==> config.mk <==
export PLATFORM = sky130hd
export DESIGN_NAME = sgpc_top
export DESIGN_NICKNAME = d
export VERILOG_FILES = /design/src/common/sgpc_pkg.sv /design/src/hw/sgpc_top.sv
export SDC_FILE = /design/constraint.sdc
export NUM_CORES = 1
export LEC_CHECK = 0
export BUFFER_PORTS_ARGS = -buffer_cell sky130_fd_sc_hd__buf_2
export CAP_MARGIN = 30
export CELL_PAD_IN_SITES_DETAIL_PLACEMENT = 0
export CELL_PAD_IN_SITES_GLOBAL_PLACEMENT = 2
export CORE_MARGIN = 2
export CORE_UTILIZATION = 37
export DETAILED_ROUTE_END_ITERATION = 16
export GPL_TIMING_DRIVEN = 0
export HOLD_SLACK_MARGIN = 0.1
export PLACE_DENSITY_LB_ADDON = 0.1
export SLEW_MARGIN = 20
export SYNTH_ARGS = -nofsm -noshare
export SYNTH_HDL_FRONTEND = slang
export SYNTH_SLANG_ARGS = --single-unit
==> constraint.sdc <==
create_clock -name clk_i -period 3.6 [get_ports clk_i]
set_input_delay 0 -clock clk_i [delete_from_list [all_inputs] [get_ports clk_i]]
set_output_delay 0 -clock clk_i [all_outputs]
set_load 0.01 [all_outputs]
==> src/common/sgpc_pkg.sv <==
// Constants, register map and encodings for the switchgear position block.
package sgpc_pkg;

  // ****************************************************************
  // Clock and timing
  // ****************************************************************
  localparam int CLK_NS = 25;
  localparam int MS_NS = 1000000;
  // One millisecond in clock cycles, rounded up.
  localparam int TICK_CYCLES = (MS_NS + CLK_NS - 1) / CLK_NS;
  localparam int TW = 16;
  localparam int PW = 16;

  // ****************************************************************
  // Bus and register map
  // ****************************************************************
  localparam int DW = 32;
  localparam int AW = 8;
  localparam logic [AW-1:0] REG_CFG = 8'h00;
  localparam logic [AW-1:0] REG_CMD = 8'h04;
  localparam logic [AW-1:0] REG_STAT = 8'h08;
  localparam logic [AW-1:0] REG_TCLOSE = 8'h0c;
  localparam logic [AW-1:0] REG_TOPEN = 8'h10;
  localparam logic [AW-1:0] REG_THOLD = 8'h14;
  localparam logic [AW-1:0] REG_BO0 = 8'h18;
  localparam logic [AW-1:0] REG_STEP = 8'h04;

  // Configuration bits.
  localparam int CFG_BREAK = 0;
  localparam int CFG_CTRL = 1;
  localparam int CFG_INVIS = 2;
  localparam int CFG_EARTH = 3;
  localparam int CFG_LATCH = 4;
  localparam int CFG_W = 5;
  localparam logic [CFG_W-1:0] CFG_RST = 5'h03;

  // Command register bits, write-only pulses.
  localparam int CMD_CLOSE = 0;
  localparam int CMD_OPEN = 1;
  localparam int CMD_CLR = 2;

  // Status register bits.
  localparam int ST_POS = 0;
  localparam int ST_READY = 2;
  localparam int ST_WDRAWN = 3;
  localparam int ST_CLOSE = 4;
  localparam int ST_OPEN = 5;
  localparam int ST_TRIP = 6;
  localparam int ST_SUPF = 7;
  localparam int ST_REJ = 8;

  localparam logic [TW-1:0] TCLOSE_RST = 16'h00c8;
  localparam logic [TW-1:0] TOPEN_RST = 16'h00c8;
  localparam logic [TW-1:0] THOLD_RST = 16'h0064;

  // ****************************************************************
  // Position codes
  // ****************************************************************
  localparam logic [1:0] POS_INDET = 2'h0;
  localparam logic [1:0] POS_OPEN = 2'h1;
  localparam logic [1:0] POS_CLOSED = 2'h2;
  localparam logic [1:0] POS_DISTURB = 2'h3;

  // ****************************************************************
  // Pin vector layout and output sources
  // ****************************************************************
  localparam int NUM_ILK = 3;
  localparam int NUM_TRIP = 4;
  localparam int NUM_BO = 4;
  localparam int NUM_SRC = 7;
  localparam int PIN_CLOSED = 0;
  localparam int PIN_OPENED = 1;
  localparam int PIN_EARTH = 2;
  localparam int PIN_READY = 3;
  localparam int PIN_WDRAWN = 4;
  localparam int PIN_EXT_CL = 5;
  localparam int PIN_EXT_OP = 6;
  localparam int PIN_ACK = 7;
  localparam int PIN_PNL_CL = 8;
  localparam int PIN_PNL_OP = 9;
  localparam int PIN_ILK_CL = 10;
  localparam int PIN_ILK_OP = PIN_ILK_CL + NUM_ILK;
  localparam int PIN_TRIP = PIN_ILK_OP + NUM_ILK;
  localparam int PIN_W = PIN_TRIP + NUM_TRIP;
  localparam int SRC_CLOSE = 0;
  localparam int SRC_OPEN = 1;
  localparam int SRC_TRIP = 2;
  localparam int SRC_READY = 3;
  localparam int SRC_WDRAWN = 4;
  localparam int SRC_SUPF = 5;
  localparam int SRC_CLOSED = 6;

  typedef enum logic [1:0] {SGPC_IDLE, SGPC_CLOSING, SGPC_OPENING} sgpc_state_t;

endpackage

==> src/hw/sgpc_top.sv <==
// Switchgear position decode, command control and trip manager.
// Behaviour
// [RULE_01] Closed-contact input true means the switchgear is closed.
// [RULE_02] Open-contact input true means the switchgear is open.
// [RULE_03] Earthing part uses the earthed contact and reports earthed when true.
// [RULE_04] Position code: 0 indeterminate, 1 open, 2 closed, 3 disturbed.
// [RULE_05] Ready flag follows the ready input and is offered as a trigger.
// [RULE_06] Withdrawn flag follows the withdrawn input.
// [RULE_07] Separate configurable supervision times for closing and opening travel.
// [RULE_08] Each binary output ORs up to seven selectable sources.
// [RULE_09] External close and open requests come from assigned input signals.
// [RULE_10] Close commands are rejected while any close interlock is true.
// [RULE_11] Open commands are rejected while any open interlock is true.
// [RULE_12] A trip source becoming true issues an open command.
// [RULE_13] The trip command stays active at least the trip hold time.
// [RULE_14] Latch setting keeps trip after causes clear; acknowledge releases it.
// [RULE_15] Trip commands exist only for switchgear with break capability.
// [RULE_16] Break-capable but uncontrolled switchgear trips yet ignores manual commands.
// [RULE_17] Neither property: position monitored only, no commands at all.
// [RULE_18] Trips route by default to switchgear one, which has break capability.
// [RULE_19] Invisible switchgear is monitored but refuses local panel operation.
// [RULE_20] Neither end input gives indeterminate; both give disturbed.
// [RULE_21] Travel timeout withdraws the command and raises supervision failure.
//
// Local design decisions: the Wishbone interface to the registers and the register addresses.
module sgpc_top #(
  parameter int TICK = sgpc_pkg::TICK_CYCLES
) (
  // Clock and reset
  input wire logic clk_i,
  input wire logic rst_i,
  // Wishbone slave
  input wire logic wb_cyc_i,
  input wire logic wb_stb_i,
  input wire logic wb_we_i,
  input wire logic [sgpc_pkg::AW-1:0] wb_adr_i,
  input wire logic [3:0] wb_sel_i,
  input wire logic [sgpc_pkg::DW-1:0] wb_dat_i,
  output logic [sgpc_pkg::DW-1:0] wb_dat_o,
  output logic wb_ack_o,
  // Switchgear contacts
  input wire logic aux_closed_i,
  input wire logic aux_open_i,
  input wire logic aux_earthed_i,
  input wire logic ready_i,
  input wire logic withdrawn_i,
  // Command sources
  input wire logic external_close_request_i,
  input wire logic external_open_request_i,
  input wire logic panel_close_i,
  input wire logic panel_open_i,
  input wire logic [sgpc_pkg::NUM_ILK-1:0] close_interlock_i,
  input wire logic [sgpc_pkg::NUM_ILK-1:0] open_interlock_i,
  input wire logic [sgpc_pkg::NUM_TRIP-1:0] trip_source_i,
  input wire logic trip_acknowledge_i,
  // Status and commands
  output logic [1:0] position_o,
  output logic ready_o,
  output logic withdrawn_o,
  output logic close_cmd_o,
  output logic open_cmd_o,
  output logic trip_cmd_o,
  output logic supervision_fail_o,
  output logic [sgpc_pkg::NUM_BO-1:0] binary_out_o
);
  import sgpc_pkg::*;

  localparam int TICK_W = $clog2(TICK + 1);
  localparam logic [TICK_W-1:0] TICK_LAST = TICK_W'(TICK - 1);

  // ****************************************************************
  // Pin synchronisers
  // ****************************************************************
  logic [PIN_W-1:0] pin_raw;
  logic [PIN_W-1:0] s1_reg;
  logic [PIN_W-1:0] s2_reg;
  logic [PIN_W-1:0] s3_reg;
  logic [PIN_W-1:0] pin_reg;

  assign pin_raw = {trip_source_i, open_interlock_i, close_interlock_i,
                    panel_open_i, panel_close_i, trip_acknowledge_i,
                    external_open_request_i, external_close_request_i,
                    withdrawn_i, ready_i, aux_earthed_i, aux_open_i,
                    aux_closed_i};

  // A change is accepted only once the second and third stages agree.
  for (genvar gi = 0; gi < PIN_W; gi++) begin : g_sync
    always_ff @(posedge clk_i) begin
      if (rst_i) begin
        s1_reg[gi] <= 1'b0;
        s2_reg[gi] <= 1'b0;
        s3_reg[gi] <= 1'b0;
        pin_reg[gi] <= 1'b0;
      end else begin
        s1_reg[gi] <= pin_raw[gi];
        s2_reg[gi] <= s1_reg[gi];
        s3_reg[gi] <= s2_reg[gi];
        if (s2_reg[gi] == s3_reg[gi]) begin
          pin_reg[gi] <= s3_reg[gi];
        end
      end
    end
  end

  // ****************************************************************
  // Registers
  // ****************************************************************
  logic [CFG_W-1:0] cfg_reg;
  logic [TW-1:0] tclose_reg;
  logic [TW-1:0] topen_reg;
  logic [TW-1:0] thold_reg;
  logic [NUM_SRC-1:0] bo_sel_reg [NUM_BO];
  logic sw_close_reg;
  logic sw_open_reg;
  logic sw_clr_reg;
  logic rej_reg;
  logic wb_req;
  logic wb_wr;
  logic [DW-1:0] rd_data;
  logic [DW-1:0] cfg_mrg;
  logic [DW-1:0] tclose_mrg;
  logic [DW-1:0] topen_mrg;
  logic [DW-1:0] thold_mrg;

  assign wb_req = wb_cyc_i & wb_stb_i & ~wb_ack_o;
  assign wb_wr = wb_req & wb_we_i;

  function automatic logic [DW-1:0] merge(input logic [DW-1:0] old,
                                          input logic [DW-1:0] dat,
                                          input logic [3:0] sel);
    logic [DW-1:0] res;
    res = old;
    for (int b = 0; b < 4; b++) begin
      if (sel[b]) begin
        res[b*8 +: 8] = dat[b*8 +: 8];
      end
    end
    return res;
  endfunction

  // Lanes are merged at full bus width and cut where each register is stored.
  assign cfg_mrg = merge(DW'(cfg_reg), wb_dat_i, wb_sel_i);
  assign tclose_mrg = merge(DW'(tclose_reg), wb_dat_i, wb_sel_i);
  assign topen_mrg = merge(DW'(topen_reg), wb_dat_i, wb_sel_i);
  assign thold_mrg = merge(DW'(thold_reg), wb_dat_i, wb_sel_i);

  always_ff @(posedge clk_i) begin
    if (rst_i) begin
      wb_ack_o <= 1'b0;
    end else begin
      wb_ack_o <= wb_req;
    end
  end

  always_ff @(posedge clk_i) begin
    if (rst_i) begin
      cfg_reg <= CFG_RST;
      tclose_reg <= TCLOSE_RST;
      topen_reg <= TOPEN_RST;
      thold_reg <= THOLD_RST;
    end else if (wb_wr) begin
      case (wb_adr_i)
        REG_CFG: cfg_reg <= cfg_mrg[CFG_W-1:0];
        REG_TCLOSE: tclose_reg <= tclose_mrg[TW-1:0]; // [RULE_07]
        REG_TOPEN: topen_reg <= topen_mrg[TW-1:0]; // [RULE_07]
        REG_THOLD: thold_reg <= thold_mrg[TW-1:0];
        default: ;
      endcase
    end
  end

  for (genvar gb = 0; gb < NUM_BO; gb++) begin : g_bo_reg
    localparam logic [AW-1:0] BO_ADR = AW'(REG_BO0 + gb * REG_STEP);
    always_ff @(posedge clk_i) begin
      if (rst_i) begin
        bo_sel_reg[gb] <= '0;
      end else if (wb_wr && wb_adr_i == BO_ADR && wb_sel_i[0]) begin
        bo_sel_reg[gb] <= wb_dat_i[NUM_SRC-1:0];
      end
    end
  end

  // Command writes become one-cycle pulses.
  always_ff @(posedge clk_i) begin
    if (rst_i) begin
      sw_close_reg <= 1'b0;
      sw_open_reg <= 1'b0;
      sw_clr_reg <= 1'b0;
    end else begin
      sw_close_reg <= wb_wr & (wb_adr_i == REG_CMD) & wb_sel_i[0] &
                      wb_dat_i[CMD_CLOSE];
      sw_open_reg <= wb_wr & (wb_adr_i == REG_CMD) & wb_sel_i[0] &
                     wb_dat_i[CMD_OPEN];
      sw_clr_reg <= wb_wr & (wb_adr_i == REG_CMD) & wb_sel_i[0] &
                    wb_dat_i[CMD_CLR];
    end
  end

  always_comb begin
    rd_data = '0;
    case (wb_adr_i)
      REG_CFG: rd_data[CFG_W-1:0] = cfg_reg;
      REG_STAT: begin
        rd_data[ST_POS +: 2] = position_o;
        rd_data[ST_READY] = ready_o;
        rd_data[ST_WDRAWN] = withdrawn_o;
        rd_data[ST_CLOSE] = close_cmd_o;
        rd_data[ST_OPEN] = open_cmd_o;
        rd_data[ST_TRIP] = trip_cmd_o;
        rd_data[ST_SUPF] = supervision_fail_o;
        rd_data[ST_REJ] = rej_reg;
      end
      REG_TCLOSE: rd_data[TW-1:0] = tclose_reg;
      REG_TOPEN: rd_data[TW-1:0] = topen_reg;
      REG_THOLD: rd_data[TW-1:0] = thold_reg;
      default: begin
        for (int k = 0; k < NUM_BO; k++) begin
          if (wb_adr_i == AW'(REG_BO0 + k * REG_STEP)) begin
            rd_data[NUM_SRC-1:0] = bo_sel_reg[k];
          end
        end
      end
    endcase
  end

  always_ff @(posedge clk_i) begin
    if (rst_i) begin
      wb_dat_o <= '0;
    end else if (wb_req) begin
      wb_dat_o <= rd_data;
    end
  end

  // ****************************************************************
  // Position and status
  // ****************************************************************
  logic closed_in;
  logic [1:0] pos_next;

  // An earthing part reports its earthed contact as the end position.
  assign closed_in = cfg_reg[CFG_EARTH] ? pin_reg[PIN_EARTH] // [RULE_03]
                                        : pin_reg[PIN_CLOSED]; // [RULE_01]

  always_comb begin
    case ({closed_in, pin_reg[PIN_OPENED]})
      2'b10: pos_next = POS_CLOSED; // [RULE_01]
      2'b01: pos_next = POS_OPEN; // [RULE_02]
      2'b11: pos_next = POS_DISTURB; // [RULE_20]
      default: pos_next = POS_INDET; // [RULE_04]
    endcase
  end

  always_ff @(posedge clk_i) begin
    if (rst_i) begin
      position_o <= POS_INDET;
      ready_o <= 1'b0;
      withdrawn_o <= 1'b0;
    end else begin
      position_o <= pos_next; // [RULE_04]
      ready_o <= pin_reg[PIN_READY]; // [RULE_05]
      withdrawn_o <= pin_reg[PIN_WDRAWN]; // [RULE_06]
    end
  end

  // ****************************************************************
  // Manual and external commands
  // ****************************************************************
  sgpc_state_t state_reg;
  logic [3:0] req_prev_reg;
  logic [3:0] req_now;
  logic [3:0] req_rise;
  logic close_req;
  logic open_req;
  logic close_ilk;
  logic open_ilk;
  logic close_go;
  logic open_go;
  logic [TICK_W-1:0] mv_pre_reg;
  logic [TW-1:0] mv_ms_reg;
  logic mv_timeout;

  // Level inputs act on their rising edge so a held request cannot retry.
  assign req_now = {pin_reg[PIN_PNL_OP], pin_reg[PIN_PNL_CL],
                    pin_reg[PIN_EXT_OP], pin_reg[PIN_EXT_CL]};
  assign req_rise = req_now & ~req_prev_reg;
  assign close_req = cfg_reg[CFG_CTRL] & // [RULE_16] [RULE_17]
                     (sw_close_reg | req_rise[0] | // [RULE_09]
                      (~cfg_reg[CFG_INVIS] & req_rise[2])); // [RULE_19]
  assign open_req = cfg_reg[CFG_CTRL] & // [RULE_16] [RULE_17]
                    (sw_open_reg | req_rise[1] | // [RULE_09]
                     (~cfg_reg[CFG_INVIS] & req_rise[3])); // [RULE_19]
  assign close_ilk = |pin_reg[PIN_ILK_CL +: NUM_ILK];
  assign open_ilk = |pin_reg[PIN_ILK_OP +: NUM_ILK];
  assign close_go = close_req & ~close_ilk & ~open_req; // [RULE_10]
  assign open_go = open_req & ~open_ilk; // [RULE_11]
  assign mv_timeout = (mv_pre_reg == TICK_LAST) &&
                      (mv_ms_reg + 1'b1 >= ((state_reg == SGPC_CLOSING) ?
                                            tclose_reg : topen_reg));

  always_ff @(posedge clk_i) begin
    if (rst_i) begin
      req_prev_reg <= '0;
    end else begin
      req_prev_reg <= req_now;
    end
  end

  always_ff @(posedge clk_i) begin
    if (rst_i) begin
      state_reg <= SGPC_IDLE;
    end else begin
      case (state_reg)
        SGPC_IDLE: begin
          if (open_go && !trip_cmd_o) begin
            state_reg <= SGPC_OPENING;
          end else if (close_go && !trip_cmd_o) begin
            state_reg <= SGPC_CLOSING;
          end
        end
        SGPC_CLOSING: begin
          // A trip always aborts a closing travel.
          if (trip_cmd_o || pos_next == POS_CLOSED || mv_timeout) begin
            state_reg <= SGPC_IDLE; // [RULE_21]
          end
        end
        SGPC_OPENING: begin
          if (pos_next == POS_OPEN || mv_timeout) begin
            state_reg <= SGPC_IDLE; // [RULE_21]
          end
        end
        default: state_reg <= SGPC_IDLE;
      endcase
    end
  end

  // Travel timer restarts with each travel so the allowed time is whole.
  always_ff @(posedge clk_i) begin
    if (rst_i || state_reg == SGPC_IDLE) begin
      mv_pre_reg <= '0;
      mv_ms_reg <= '0;
    end else if (mv_pre_reg == TICK_LAST) begin
      mv_pre_reg <= '0;
      mv_ms_reg <= mv_ms_reg + 1'b1; // [RULE_07]
    end else begin
      mv_pre_reg <= mv_pre_reg + 1'b1;
    end
  end

  // Sticky flags: a new event beats a clear in the same cycle.
  always_ff @(posedge clk_i) begin
    if (rst_i) begin
      supervision_fail_o <= 1'b0;
      rej_reg <= 1'b0;
    end else begin
      supervision_fail_o <= (state_reg != SGPC_IDLE && mv_timeout &&
                             !(state_reg == SGPC_CLOSING && trip_cmd_o)) |
                            (supervision_fail_o & ~sw_clr_reg); // [RULE_21]
      rej_reg <= (close_req & close_ilk) | (open_req & open_ilk) |
                 (rej_reg & ~sw_clr_reg); // [RULE_10] [RULE_11]
    end
  end

  // ****************************************************************
  // Trip manager
  // ****************************************************************
  logic [NUM_TRIP-1:0] trip_prev_reg;
  logic trip_go;
  logic trip_hold_done;
  logic ack_seen_reg;
  logic [TICK_W-1:0] tr_pre_reg;
  logic [TW-1:0] tr_ms_reg;
  logic trip_release;

  // This block is switchgear one, the default destination of trips.
  assign trip_go = cfg_reg[CFG_BREAK] & // [RULE_15] [RULE_18]
                   (|(pin_reg[PIN_TRIP +: NUM_TRIP] & ~trip_prev_reg));
  assign trip_hold_done = (tr_ms_reg >= thold_reg);
  assign trip_release = trip_hold_done & // [RULE_13]
                        ~(|pin_reg[PIN_TRIP +: NUM_TRIP]) &
                        (~cfg_reg[CFG_LATCH] | ack_seen_reg); // [RULE_14]

  always_ff @(posedge clk_i) begin
    if (rst_i) begin
      trip_prev_reg <= '0;
      trip_cmd_o <= 1'b0;
      ack_seen_reg <= 1'b0;
    end else begin
      trip_prev_reg <= pin_reg[PIN_TRIP +: NUM_TRIP];
      if (trip_go) begin
        trip_cmd_o <= 1'b1; // [RULE_12]
        ack_seen_reg <= 1'b0;
      end else if (trip_cmd_o && trip_release) begin
        trip_cmd_o <= 1'b0;
        ack_seen_reg <= 1'b0;
      end else if (trip_cmd_o && pin_reg[PIN_ACK]) begin
        ack_seen_reg <= 1'b1; // [RULE_14]
      end
    end
  end

  // Hold timer restarts on every new trip edge.
  always_ff @(posedge clk_i) begin
    if (rst_i || trip_go || !trip_cmd_o) begin
      tr_pre_reg <= '0;
      tr_ms_reg <= '0;
    end else if (!trip_hold_done) begin
      if (tr_pre_reg == TICK_LAST) begin
        tr_pre_reg <= '0;
        tr_ms_reg <= tr_ms_reg + 1'b1; // [RULE_13]
      end else begin
        tr_pre_reg <= tr_pre_reg + 1'b1;
      end
    end
  end

  // ****************************************************************
  // Command and binary outputs
  // ****************************************************************
  logic [NUM_SRC-1:0] src;

  assign close_cmd_o = (state_reg == SGPC_CLOSING);
  assign open_cmd_o = (state_reg == SGPC_OPENING) | trip_cmd_o; // [RULE_12]
  assign src = {position_o == POS_CLOSED, supervision_fail_o,
                withdrawn_o, ready_o, trip_cmd_o, open_cmd_o, close_cmd_o};

  for (genvar go = 0; go < NUM_BO; go++) begin : g_bo_out
    always_ff @(posedge clk_i) begin
      if (rst_i) begin
        binary_out_o[go] <= 1'b0;
      end else begin
        binary_out_o[go] <= |(bo_sel_reg[go] & src); // [RULE_08]
      end
    end
  end
endmodule

* Word-level counts from Yosys, hierarchy flattened
Memory sizes are Yosys's and may differ from the RTL's. Cells that the tools add are included.
Word-level totals: bits of input ports 69, logic and storage cells 295, register bits 239, RAM bits 28, memories kept 1
Cells by class: order comparisons 2, eq/ne operators 42, mux-type cells 37, add/subtract/negate cells 4, reductions and logical operators 47, bitwise operators 52
Memories:
- bo_sel_reg | words 4, bits a word 7, rd ports 4, clocked after Yosys merged registers in 0, write ports 4, line sgpc_top.sv:112 | logic [NUM_SRC-1:0] bo_sel_reg [NUM_BO];
Operators with widths (number):
- 16-bit by 1-bit adder with 16-bit output, second input constant | 4
- 7-bit 2-to-1 mux | 8
- 16-bit equality test, second input constant | 2
- 8-bit by 5-bit equality test with 1-bit output, second input constant | 4
- 16-bit >= comparator | 2
- 16-bit 2-to-1 mux | 2
- 7-bit AND | 4
- 7-bit OR reduction | 4
- 5-bit one-hot mux with 5 select lines | 1
- 3-bit AND reduction | 8
- 1-bit AND | 22
- 7-bit one-hot mux with 3 select lines | 1
- 1-bit equality test | 20
- 1-bit 2-to-1 mux | 17
- 8-bit by 4-bit equality test with 1-bit output, second input constant | 2
- 8-bit by 6-bit equality test with 1-bit output, second input constant | 2
- 1-bit logical AND | 16
- 1-bit bitwise OR | 13
- 2-bit one-hot mux with 3 select lines | 2
- 2-bit equality test, second input constant | 5
- 2-bit one-hot mux with 5 select lines | 1
- 1-bit NOT | 9
- 3-bit OR reduction | 3
- 4-bit AND | 2
- other kinds (16) | 30

* Longest topological paths before layout
Gate-level depths: netlist (run 1).
depth after elaboration 11, depth in mapped cells 13, depth with buffers taken out 13

* Worst setup path after synthesis (run 1)
No wires, ideal clock.
path kind register to register, start point register mv_ms_reg[0], end point register state_reg[0], path slack 0.846 ns, arrival 2.659 ns, clock period less this slack 2.754 ns, path buffers 0, cell stages (with the launch flop) 13, path through dfxtp_1 -> ha_1 -> nand3_1 -> nor2_1 -> nand3_1 -> nor2_1 -> xor2_1 -> ha_1 -> nand4_1 -> nor4_1 -> a211oi_1 -> or2_2 -> a221oi_1
Between the ends: cells in the longest elaborated chain, start to end 6, elaborated cells between the ends (all ways) 8
Ends and longest elaborated chain:
- start, declared | line sgpc_top.sv:279 | logic [TW-1:0] mv_ms_reg;
- start signal, assigned | line sgpc_top.sv:343 | mv_ms_reg <= mv_ms_reg + 1'b1;
- 16-bit by 1-bit adder with 16-bit output (*) | line sgpc_top.sv:297 | (mv_ms_reg + 1'b1 >= ((state_reg == SGPC_CLOSING) ?
- 16-bit >= comparator (*) | line sgpc_top.sv:297
- 1-bit logical AND (*) | line sgpc_top.sv:296 | assign mv_timeout = (mv_pre_reg == TICK_LAST) &&
- 1-bit logical OR (on tied branches) | line sgpc_top.sv:327, sgpc_top.sv:322
- 2-bit inequality test (no source line) / 2-bit by 1-bit inequality test with 1-bit output (equally long branches)
- 3-bit AND reduction (no source line) (*)
- end signal, assigned | line sgpc_top.sv:323 | state_reg <= SGPC_IDLE;
- end signal, assigned | line sgpc_top.sv:328 | state_reg <= SGPC_IDLE;
- end signal, assigned | line sgpc_top.sv:331 | default: state_reg <= SGPC_IDLE;
- end, declared | line sgpc_top.sv:268 | sgpc_state_t state_reg;
Mark *: on every way between the ends. The rest lies on a longest branch, timed or not. A chain may end at the register's enable or synchronous reset.

* Worst setup path in the final report (run 1)
start point register state_reg[1], end point register state_reg[0]
Between the ends: cells in the longest elaborated chain, start to end 7, elaborated cells between the ends (all ways) 13
Ends and longest elaborated chain:
- start signal, assigned | line sgpc_top.sv:310 | state_reg <= SGPC_IDLE;
- start signal, assigned | line sgpc_top.sv:315 | state_reg <= SGPC_OPENING;
- start signal, assigned | line sgpc_top.sv:317 | state_reg <= SGPC_CLOSING;
- 2-bit by 1-bit equality test with 1-bit output | line sgpc_top.sv:297, sgpc_top.sv:312
- 16-bit 2-to-1 mux | line sgpc_top.sv:297
- 16-bit >= comparator | line sgpc_top.sv:297
- 1-bit logical AND | line sgpc_top.sv:296
- 1-bit logical OR (on tied branches) | line sgpc_top.sv:327, sgpc_top.sv:322
- 2-bit inequality test (no source line) / 2-bit by 1-bit inequality test with 1-bit output (equally long branches)
- 3-bit AND reduction (no source line)
Parallel ways exist; a longest one is shown, timed or not.

==> impl_metrics.ini, run 1 <==
[outcome]
status = finished, final reports clean

[sta]
fin_worst_skew_ps = 17.2
relSlewSlack_pct = 34.9
fin_worst_hold_slack_ps = 142
fin_setup_tns_ps = 0
max_freq_mhz = 304
timing.final.max_slew_violations = 0
period_share_pct = 91.3
worst_slew_pin_slew_ps = 968
setup_viol = 0
setup_slack_ps = 312
unrepaired_setup_endpoints_after_global_routing = false
finalWorstPathRequiredPeriod_ps = 3290
finalHoldViolations = 0

[global_routing]
grt_pass1_vias = 8965
globalRouteTotalUtil_pct = 19.8
initial_antenna_violation_count = 0
largest_net_degree_at_the_start_of_global_routing = 17
overflow = 0
grt_pass1_wl_mm = 51.3

[yosys]
syn_area_per_cell_sq_um = 9.35
synth_area_leader_cell = sky130_fd_sc_hd__dfxtp_1
post_synth_xor_area_fraction_pct = 3.24
yosysWarnings = 0
syn-cell-area_sq_um = 11600
synth_top_cell_area_share_pct = 41.2
async_flop_share_pct = 0
synthTopCellsByArea = sky130_fd_sc_hd__dfxtp_1, sky130_fd_sc_hd__edfxtp_1, sky130_fd_sc_hd__nor2_1
post_synthesis_sequential_area_ratio_pct = 48.4
post_synth_edffs = 28
netlist-cell-type-count = 76
dominant_combinational_cell_family_by_area_after_synthesis = simple AND/OR/NAND/NOR gates
yosys-top-cells-count = sky130_fd_sc_hd__dfxtp_1, sky130_fd_sc_hd__nor2_1, sky130_fd_sc_hd__a21oi_1
muxShareOfSynthArea_pct = 3.96
synth_compound_area_share_pct = 14.6
synth_cells = 1242
postSynthRegisterBits = 267
synth_simple_gate_area_share_pct = 21.9
synthAdderAreaFrac_pct = 3.88
ys_dominant_reg_cell = sky130_fd_sc_hd__dfxtp_1
cell_with_the_most_instances_after_synthesis = sky130_fd_sc_hd__dfxtp_1

[detailed_routing]
routedWlPerCell_microns = 18.2
vias = 9590
route.final.wire_length_mm = 33.3
initialDrtViolationCount = 697
vias_per_cell = 5.22
length_of_the_first_detailed_routing_pass_in_iterations = 5
antenna_violating_nets_post_route = 0
post-route-drc-count = 0

[cells_and_area]
final_cell_area_sq_um = 14100
number_of_flip_flops_in_the_largest_register = 28
drive_gt1_share_pct = 12.9
num-nets-final = 1523
insertedDiodeCount = 0
area_delta_synth_final_pct = 21.7

[critical_path]
worst_path_largest_cell_delay_ps = 690
timing.critical_path.depth = 9
crit_path_cell_chain = nand2b_1 -> buf_1 -> mux2i_1 -> ha_1 -> nand4_1 -> nor4_1 -> a211oi_2 -> or2_2 -> a221oi_1
worst-endpoint-arrival_ps = 3760
cp_max_fo = 10
cp_data_required_time_ps = 4070
worst-setup-path-type = register to register
crit_family = simple AND/OR/NAND/NOR gates
critical_path.startpoint_type = register
crit_path_top_delay_cell = sky130_fd_sc_hd__buf_1
end_kind = register
rr_worst_depth = 9
crit_buf_inv = 1

[floorplanning]
floorplan.io_pins = 114
placeableCoreArea_sq_um = 30700
dieWidth_microns = 181
rows = 64
die_area_sq_um = 32800
die_h_microns = 181
initial_core_util_pct = 37.8

[cts]
clock-root-buffer = sky130_fd_sc_hd__clkbuf_16
cts.clk_slew.worst_paths_ps = 70
post_cts.repair.setup_buffers = 0
cts-htree-levels = 1
cts_tree = yes
cts_inserted_buffers = 30
cts_max_path_buffers = 3
numClockSinks = 267
clock_latency_at_the_later_pin_of_the_worst_skew_pair_ps = 580

[power_and_ir_drop]
share_clk_of_total_power_pct = 49.4
power_mw = 6.62
power_frac_seq_pct = 46.5
comb_power_share_pct = 4.1
p_leak_nw = 5.43
pwr_density_cell_nw_per_um2 = 468
peak_ir_drop_on_the_vdd_network_mv = 0.405
power_switching_share_pct = 22.0
p_sw_mw = 1.45
p_int_mw = 5.17

[place]
placement.setup.worst_slack_ps = -2.59
place.gp.congestion = 0.884
placedInstanceArea_sq_um = 12600
numPortBuffers = 78
place_hpwl_mm = 24.3

[min_path]
hold_path_class = input port to register
hold_depth = 5

[job]
max_cap_violations = 0
[layer usage]
| layer | track usage, % | part of all wire, % | up-vias |
|---|---|---|---|
| met2 | 32.6 | 46 | 264 |
| met1 | 27.4 | 47 | 4518 |
| li1 | - | - | 4753 |
| met4 | 5.50 | 2.6 | 0 |
| met5 | 0 | 0 | - |
| met3 | 2.42 | 4.6 | 55 |
[repair_timing]
action	4_1_cts	5_1_grt
endpoints found under the setup margin	1	1
endpoints found under the hold margin	108	0
hold buffers	50	0
resized for setup	0	1
[cell usage in the layout (no fill, tap or decap), types with 36 or more instances in the layout]
cell type / n
sky130_fd_sc_hd__dlygate4sd3_1: 50
sky130_fd_sc_hd__nor2b_1: 73
sky130_fd_sc_hd__dfxtp_1: 239
sky130_fd_sc_hd__clkbuf_1: 42
sky130_fd_sc_hd__nand2_1: 88
sky130_fd_sc_hd__nand3_1: 44
sky130_fd_sc_hd__o21ai_0: 52
sky130_fd_sc_hd__mux2i_1: 46
sky130_fd_sc_hd__buf_2: 90
sky130_fd_sc_hd__ha_1: 36
sky130_fd_sc_hd__nor2_1: 142
sky130_fd_sc_hd__a21oi_1: 93
[worst paths after layout]
kind	slack, ps	end	startpoint
worst max-delay path	310	state_reg[0]$_SDFFE_PP0P_	state_reg[1]$_SDFFE_PP0P_
worst min-delay path	140	sw_open_reg$_SDFF_PP0_	wb_adr_i[1]
worst max register to register	310	state_reg[0]$_SDFFE_PP0P_	state_reg[1]$_SDFFE_PP0P_
worst min register to register	430	s2_reg[4]$_SDFF_PP0_	s1_reg[4]$_SDFF_PP0_
[tightest hold or removal path, delay by kind of cell]
kind | cells | cell delay (ps)
simple gates | 3 | 370
buf+inv | 2 | 300
[metrics by stage]
stage / util [%] / std cells
floorplan: - / 1257
global placement: 40.8 / 1731
detailed placement: 40.9 / 1733
CTS: 46.0 / 1836
global route: 46.0 / 1836
finish: 46.0 / 1836
[layout make-up]
class	instances	area, sq um
inverter	29	109
sequential	267	5630
multi-input combinational	891	5590
timing repair buffer	130	900
tap	396	495
buffer	69	349
clock inverter	14	228
clock buffer	40	840
fill	3073	16600
[power groups by stage]
stage          registers [mW]  logic, mW  clock network (mW)
3_5_place_dp             3.14      0.230                   0
6_report                 3.08      0.271                3.27
5_1_grt                  3.08      0.293                3.46
2_1_floorplan            3.13      0.120                   0
3_3_place_gp             3.14      0.230                   0
4_1_cts                  3.08      0.271                3.35
[cell families (layout without fill, tap and decap cells)]
logic type	after synthesis	after routing
AND/OR/NAND/NOR	489	489
buffers and inverters	99	282
adder cells (fa/ha/maj)	36	36
flip-flops	267	267
XOR/XNOR	43	43
AO/OA/AOI/OAI	261	261
multiplexers	46	46
other	1	16
Power figures use the tool's default switching activity.
==> run 2: changes to the inputs <==
--- a/config.mk
+++ b/config.mk
@@ -5,7 +5,7 @@
 export SDC_FILE = /design/constraint.sdc
 export NUM_CORES = 1
 export LEC_CHECK = 0
-export BUFFER_PORTS_ARGS = -buffer_cell sky130_fd_sc_hd__buf_2
+export BUFFER_PORTS_ARGS = -buffer_cell sky130_fd_sc_hd__buf_4
 export CAP_MARGIN = 30
 export CELL_PAD_IN_SITES_DETAIL_PLACEMENT = 0
 export CELL_PAD_IN_SITES_GLOBAL_PLACEMENT = 2
==> run 2 against run 1 <==
Against the previous run:
- final area up 2.1%
- worst hold slack worse by 28 ps
- power up 3.4%
- worst setup slack worse by 24 ps
==> impl_metrics.ini, run 2 (same netlist as run 1, synthesis figures left out) <==
[outcome]
status = finished, final reports clean

[cells_and_area]
insertedDiodeCount = 0
number_of_flip_flops_in_the_largest_register = 28
final_cell_mix = sky130_fd_sc_hd__dfxtp_1, sky130_fd_sc_hd__nor2_1, sky130_fd_sc_hd__buf_4
layout.cells.most_common = sky130_fd_sc_hd__dfxtp_1
instances_no_fill = 1841
final_cell_area_sq_um = 14400
num-nets-final = 1525
drive_gt1_share_pct = 13.4
multi_input_comb_area_sq_um = 5590
area_delta_synth_final_pct = 24.3
final-seq-area_sq_um = 5630
filler_cell_count = 3051

[critical_path]
cp_startpoint = state_reg[1]$_SDFFE_PP0P_
end_kind = register
cp_data_required_time_ps = 4070
worst-endpoint-arrival_ps = 3780
r2r-end = state_reg[0]$_SDFFE_PP0P_
rr_worst_depth = 9
crit-reg2reg-launch = state_reg[1]$_SDFFE_PP0P_
cp_max_fo = 10
critical_path.startpoint_type = register
worst-r2r-setup-slack_ps = 290
worst-setup-path-type = register to register

[floorplanning]
die_h_microns = 181
dieWidth_microns = 181
die_area_sq_um = 32800
placeableCoreArea_sq_um = 30700
floorplan.io_pins = 114
initial_core_util_pct = 37.8
rows = 64

[sta]
worst_slew_pin_slew_ps = 866
unrepaired_setup_endpoints_after_global_routing = false
max_freq_mhz = 302
finalWorstPathRequiredPeriod_ps = 3310
setup_slack_ps = 287
period_share_pct = 92.0
timing.final.max_slew_violations = 0
fin_worst_skew_ps = 13.5
fin_worst_hold_slack_ps = 114
relSlewSlack_pct = 41.4
finalHoldViolations = 0
setup_viol = 0

[detailed_routing]
initialDrtViolationCount = 668
vias_per_cell = 5.24
antenna_violating_nets_post_route = 0
route.final.wire_length_mm = 33.3
vias = 9638
length_of_the_first_detailed_routing_pass_in_iterations = 5
routedWlPerCell_microns = 18.1
post-route-drc-count = 0

[global_routing]
largest_net_degree_at_the_start_of_global_routing = 17
globalRouteTotalUtil_pct = 20.4
grt_pass1_vias = 9391
overflow = 0
initial_antenna_violation_count = 0
grt_pass1_wl_mm = 53.1

[cts]
clock-root-buffer = sky130_fd_sc_hd__clkbuf_16
clock_latency_at_the_later_pin_of_the_worst_skew_pair_ps = 570
post_cts.repair.setup_buffers = 0
cts.clk_slew.worst_paths_ps = 60
cts_inserted_buffers = 31
cts_tree = yes
numClockSinks = 267
cts-htree-levels = 1
cts_max_path_buffers = 3

[place]
place.gp.congestion = 0.878
numPortBuffers = 78
placement.setup.worst_slack_ps = -19.4
dp_cells = 1733
placedInstanceArea_sq_um = 12800
place_hpwl_mm = 24.3

[power_and_ir_drop]
power_mw = 6.85
peak_ir_drop_on_the_vdd_network_mv = 0.383
p_leak_nw = 5.52
pwr_density_cell_nw_per_um2 = 474

[min_path]
holdPathEnd = mv_pre_reg[1]$_SDFF_PP0_
hold_path_class = input port to register
min_from = rst_i
hold_depth = 3

[job]
max_cap_violations = 0
==> run 2: worst max path at each step <==
stage	to	cells past startpoint	slack, ps
floorplan	state_reg[0]$_SDFFE_PP0P_	12	850
global placement	state_reg[0]$_SDFFE_PP0P_	11	-8
detailed placement	state_reg[0]$_SDFFE_PP0P_	11	-20
CTS	state_reg[0]$_SDFFE_PP0P_	13	50
global route	state_reg[0]$_SDFFE_PP0P_	12	90
finish	state_reg[0]$_SDFFE_PP0P_	9	290
==> run 2: what timing repair did <==
action | 4_1_cts | 5_1_grt
hold buffers | 51 | 0
hold endpoints to repair | 108 | 0
resized for setup | 0 | 2
endpoints found under the setup margin | 1 | 3
==> run 2: critical path, cell delays in order, from the launching register on <==
cell	delay, ps
sky130_fd_sc_hd__dfxtp_1	360
sky130_fd_sc_hd__nand2b_1	250
sky130_fd_sc_hd__buf_1	680
sky130_fd_sc_hd__mux2i_1	280
sky130_fd_sc_hd__ha_1	360
sky130_fd_sc_hd__nand4_1	150
sky130_fd_sc_hd__nor4_1	370
sky130_fd_sc_hd__a211oi_2	170
sky130_fd_sc_hd__or2_2	340
sky130_fd_sc_hd__a221oi_1	250
==> run 2: where the power goes <==
group / internal [mW] / leakage, nW / switching [mW]
clock: 2.20 / 0.566 / 1.28
combinational: 0.133 / 2.74 / 0.159
sequential: 3.05 / 2.22 / 0.0270
==> run 2: cell type report <==
class	instances	share of cell area, %
Buffer	69	2.42
Clock inverter	14	1.67
Timing Repair Buffer	131	7.69
Multi-Input combinational cell	891	38.7
Tap cell	396	3.43
Clock buffer	44	6.33
Sequential cell	267	39.0
Inverter	29	0.754
==> run 2: stage by stage <==
| stage | utilization, % | TNS [ps] |
|---|---|---|
| global placement | 41.5 | -7.91 |
| finish | 47.0 | 0 |
| detailed placement | 41.5 | -19.4 |
| floorplan | - | 0 |
| global route | 47.0 | 0 |
| CTS | 46.9 | 0 |
==> run 2: metal layers <==
metal	vias to the layer above	global-route usage, %	wire, microns
li1	4765	-	-
met1	4560	28.0	15600
met2	248	33.8	15200
met3	65	2.56	1490
met4	0	5.40	965
met5	-	0	0
==> run 3: changes to the inputs <==
--- a/config.mk
+++ b/config.mk
@@ -9,12 +9,14 @@
 export CAP_MARGIN = 30
 export CELL_PAD_IN_SITES_DETAIL_PLACEMENT = 0
 export CELL_PAD_IN_SITES_GLOBAL_PLACEMENT = 2
+export CORE_ASPECT_RATIO = 0.75
 export CORE_MARGIN = 2
 export CORE_UTILIZATION = 37
 export DETAILED_ROUTE_END_ITERATION = 16
 export GPL_TIMING_DRIVEN = 0
 export HOLD_SLACK_MARGIN = 0.1
 export PLACE_DENSITY_LB_ADDON = 0.1
+export SETUP_SLACK_MARGIN = 0.3
 export SLEW_MARGIN = 20
 export SYNTH_ARGS = -nofsm -noshare
 export SYNTH_HDL_FRONTEND = slang
==> constraint.sdc (replaced) <==
create_clock -name clk_i -period 3.8 [get_ports clk_i]
set_input_delay 0 -clock clk_i [delete_from_list [all_inputs] [get_ports clk_i]]
set_output_delay 0 -clock clk_i [all_outputs]
set_load 0.01 [all_outputs]
==> run 3 against run 2 <==
Against the previous run:
- cell count grew 0.65%
- largest power group unchanged
- routed wire length grew 2.8%
- first-iteration DRC count grew 7.3%
- die area is essentially flat
- worst hold slack gained 8.3 ps
- sequential power shrank 5%
- highest routed layer unchanged
- largest cell class unchanged
- critical path depth grew 4
- maximum frequency grew 5.6%
- clock skew grew 13 ps
==> impl_metrics.ini, run 3 (same netlist as run 1, synthesis figures left out) <==
[outcome]
status = finished, final reports clean

[sta]
period_share_pct = 82.5
unrepaired_setup_endpoints_after_global_routing = false
fin_setup_tns_ps = 0
finalHoldViolations = 0
setup_viol = 0
fin_worst_skew_ps = 26.7
relSlewSlack_pct = 45.8
finalWorstPathRequiredPeriod_ps = 3140
worst_slew_pin_slew_ps = 813
max_freq_mhz = 319
timing.final.max_slew_violations = 0

[cells_and_area]
drive_gt1_share_pct = 13.1
finish.utilization_pct = 46.4
filler_cell_count = 3022
layout.cells.most_common = sky130_fd_sc_hd__dfxtp_1
number_of_flip_flops_in_the_largest_register = 28
area_delta_synth_final_pct = 24.2
final_cell_mix = sky130_fd_sc_hd__dfxtp_1, sky130_fd_sc_hd__nor2_1, sky130_fd_sc_hd__buf_4
num-nets-final = 1529

[power_and_ir_drop]
p_sw_mw = 1.36
power_mw = 6.27
peak_ir_drop_on_the_vdd_network_mv = 0.308
power_frac_seq_pct = 46.5
p_leak_nw = 5.50
comb_power_share_pct = 4.5
power_switching_share_pct = 21.6
pwr_density_cell_nw_per_um2 = 435
share_clk_of_total_power_pct = 49.0
p_int_mw = 4.92

[floorplanning]
rows = 56
die_area_sq_um = 32800
dieWidth_microns = 209
floorplan.io_pins = 114
placeableCoreArea_sq_um = 31100
initial_core_util_pct = 37.3
die_h_microns = 157

[global_routing]
initial_antenna_violation_count = 0
grt_pass1_vias = 9149
overflow = 0
largest_net_degree_at_the_start_of_global_routing = 16
globalRouteTotalUtil_pct = 20.7
grt_pass1_wl_mm = 52.4

[critical_path]
worst-endpoint-arrival_ps = 3620
cp_data_required_time_ps = 4280
worst-setup-path-type = register to register
cp_max_fo = 5
crit_path_cell_chain = ha_1 -> nand3_1 -> nor2_4 -> nand3_1 -> nor2_1 -> xor2_1 -> ha_1 -> nand2_1 -> o21a_1 -> o21ai_0 -> a211oi_2 -> or2_2 -> a221oi_1
worst_path_largest_cell_delay_ps = 400
crit_buf_inv = 0
crit_family = simple AND/OR/NAND/NOR gates
crit_path_top_delay_cell = sky130_fd_sc_hd__dfxtp_1
end_kind = register
critical_path.startpoint_type = register

[detailed_routing]
post-route-drc-count = 0
vias_per_cell = 5.24
length_of_the_first_detailed_routing_pass_in_iterations = 6
initialDrtViolationCount = 717
route.final.wire_length_mm = 34.2
vias = 9710
routedWlPerCell_microns = 18.5
antenna_violating_nets_post_route = 0

[cts]
cts_inserted_buffers = 29
cts_max_path_buffers = 3
cts-htree-levels = 1
clock_latency_at_the_later_pin_of_the_worst_skew_pair_ps = 580
cts_tree = yes
clock-root-buffer = sky130_fd_sc_hd__clkbuf_16
post_cts.repair.setup_buffers = 0
numClockSinks = 267
cts.clk_slew.worst_paths_ps = 70

[min_path]
hold_path_class = input port to register

[place]
numPortBuffers = 78
place.gp.congestion = 0.906
place_hpwl_mm = 24.8

[job]
max_cap_violations = 0
[run 3: final cells by class]
| cell class | instances | area (sq um) | area share, % |
|---|---|---|---|
| tap | 406 | 508 | 3.52 |
| antenna | 1 | 2.50 | 0.0173 |
| buffer | 70 | 355 | 2.46 |
| timing repair buffer | 136 | 1160 | 8.05 |
| multi-input combinational | 891 | 5620 | 38.9 |
| clock buffer | 47 | 906 | 6.28 |
| inverter | 29 | 109 | 0.754 |
| clock inverter | 6 | 145 | 1.01 |
| sequential | 267 | 5630 | 39.0 |
[run 3: metal layers]
metal  share of wire, %  GRT usage [%]  vias up
li1                   -              -     4789
met1                 51           30.8     4594
met2                 40           29.9      269
met3                6.7           4.27       58
met4                2.5           5.88        0
met5                  0              0        -
[run 3: per-stage QoR]
stage | instances | cell area, sq um | hold WS, ps | setup slack, ps
after detailed placement | 1742 | 12800 | 217 | 222
final | 1853 | 14400 | 122 | 663
after global routing | 1852 | 14400 | 184 | 338
after global placement | 1741 | 12800 | 209 | 166
after CTS | 1852 | 14400 | 127 | 378
after floorplan | 1257 | 11700 | 128 | 1050
[run 3: repair_timing]
action / CTS / global route
hold buffers: 57 / 0
endpoints found under the hold margin: 108 / 0
endpoints found under the setup margin: 2 / 3
gates resized for setup: 1 / 7
[run 3: path summary, 6_finish.rpt]
kind                                  start  cells after the start                             to  slack (ps)
setup / recovery  mv_ms_reg[0]$_SDFFE_PP0P_                     13      state_reg[0]$_SDFFE_PP0P_         660
hold / removal                        rst_i                      4  supervision_fail_o$_SDFF_PP0_         120
setup reg to reg  mv_ms_reg[0]$_SDFFE_PP0P_                     13      state_reg[0]$_SDFFE_PP0P_         660
hold reg to reg        s1_reg[8]$_SDFF_PP0_                      1           s2_reg[8]$_SDFF_PP0_         430
[run 3: power groups by stage]
stage          registers, mW  logic [mW]  clock network [mW]
3_5_place_dp            2.98       0.240                   0
2_1_floorplan           2.97       0.114                   0
4_1_cts                 2.92       0.282                3.17
3_3_place_gp            2.98       0.239                   0
6_report                2.92       0.282                3.07
5_1_grt                 2.92       0.306                3.26
[run 3: tightest hold or removal path: cells and delay by family]
kind	cells	cell delay, ps
buffers and inverters	1	330
and+or+nand+nor	1	170
AOI/OAI and AO/OA	2	160
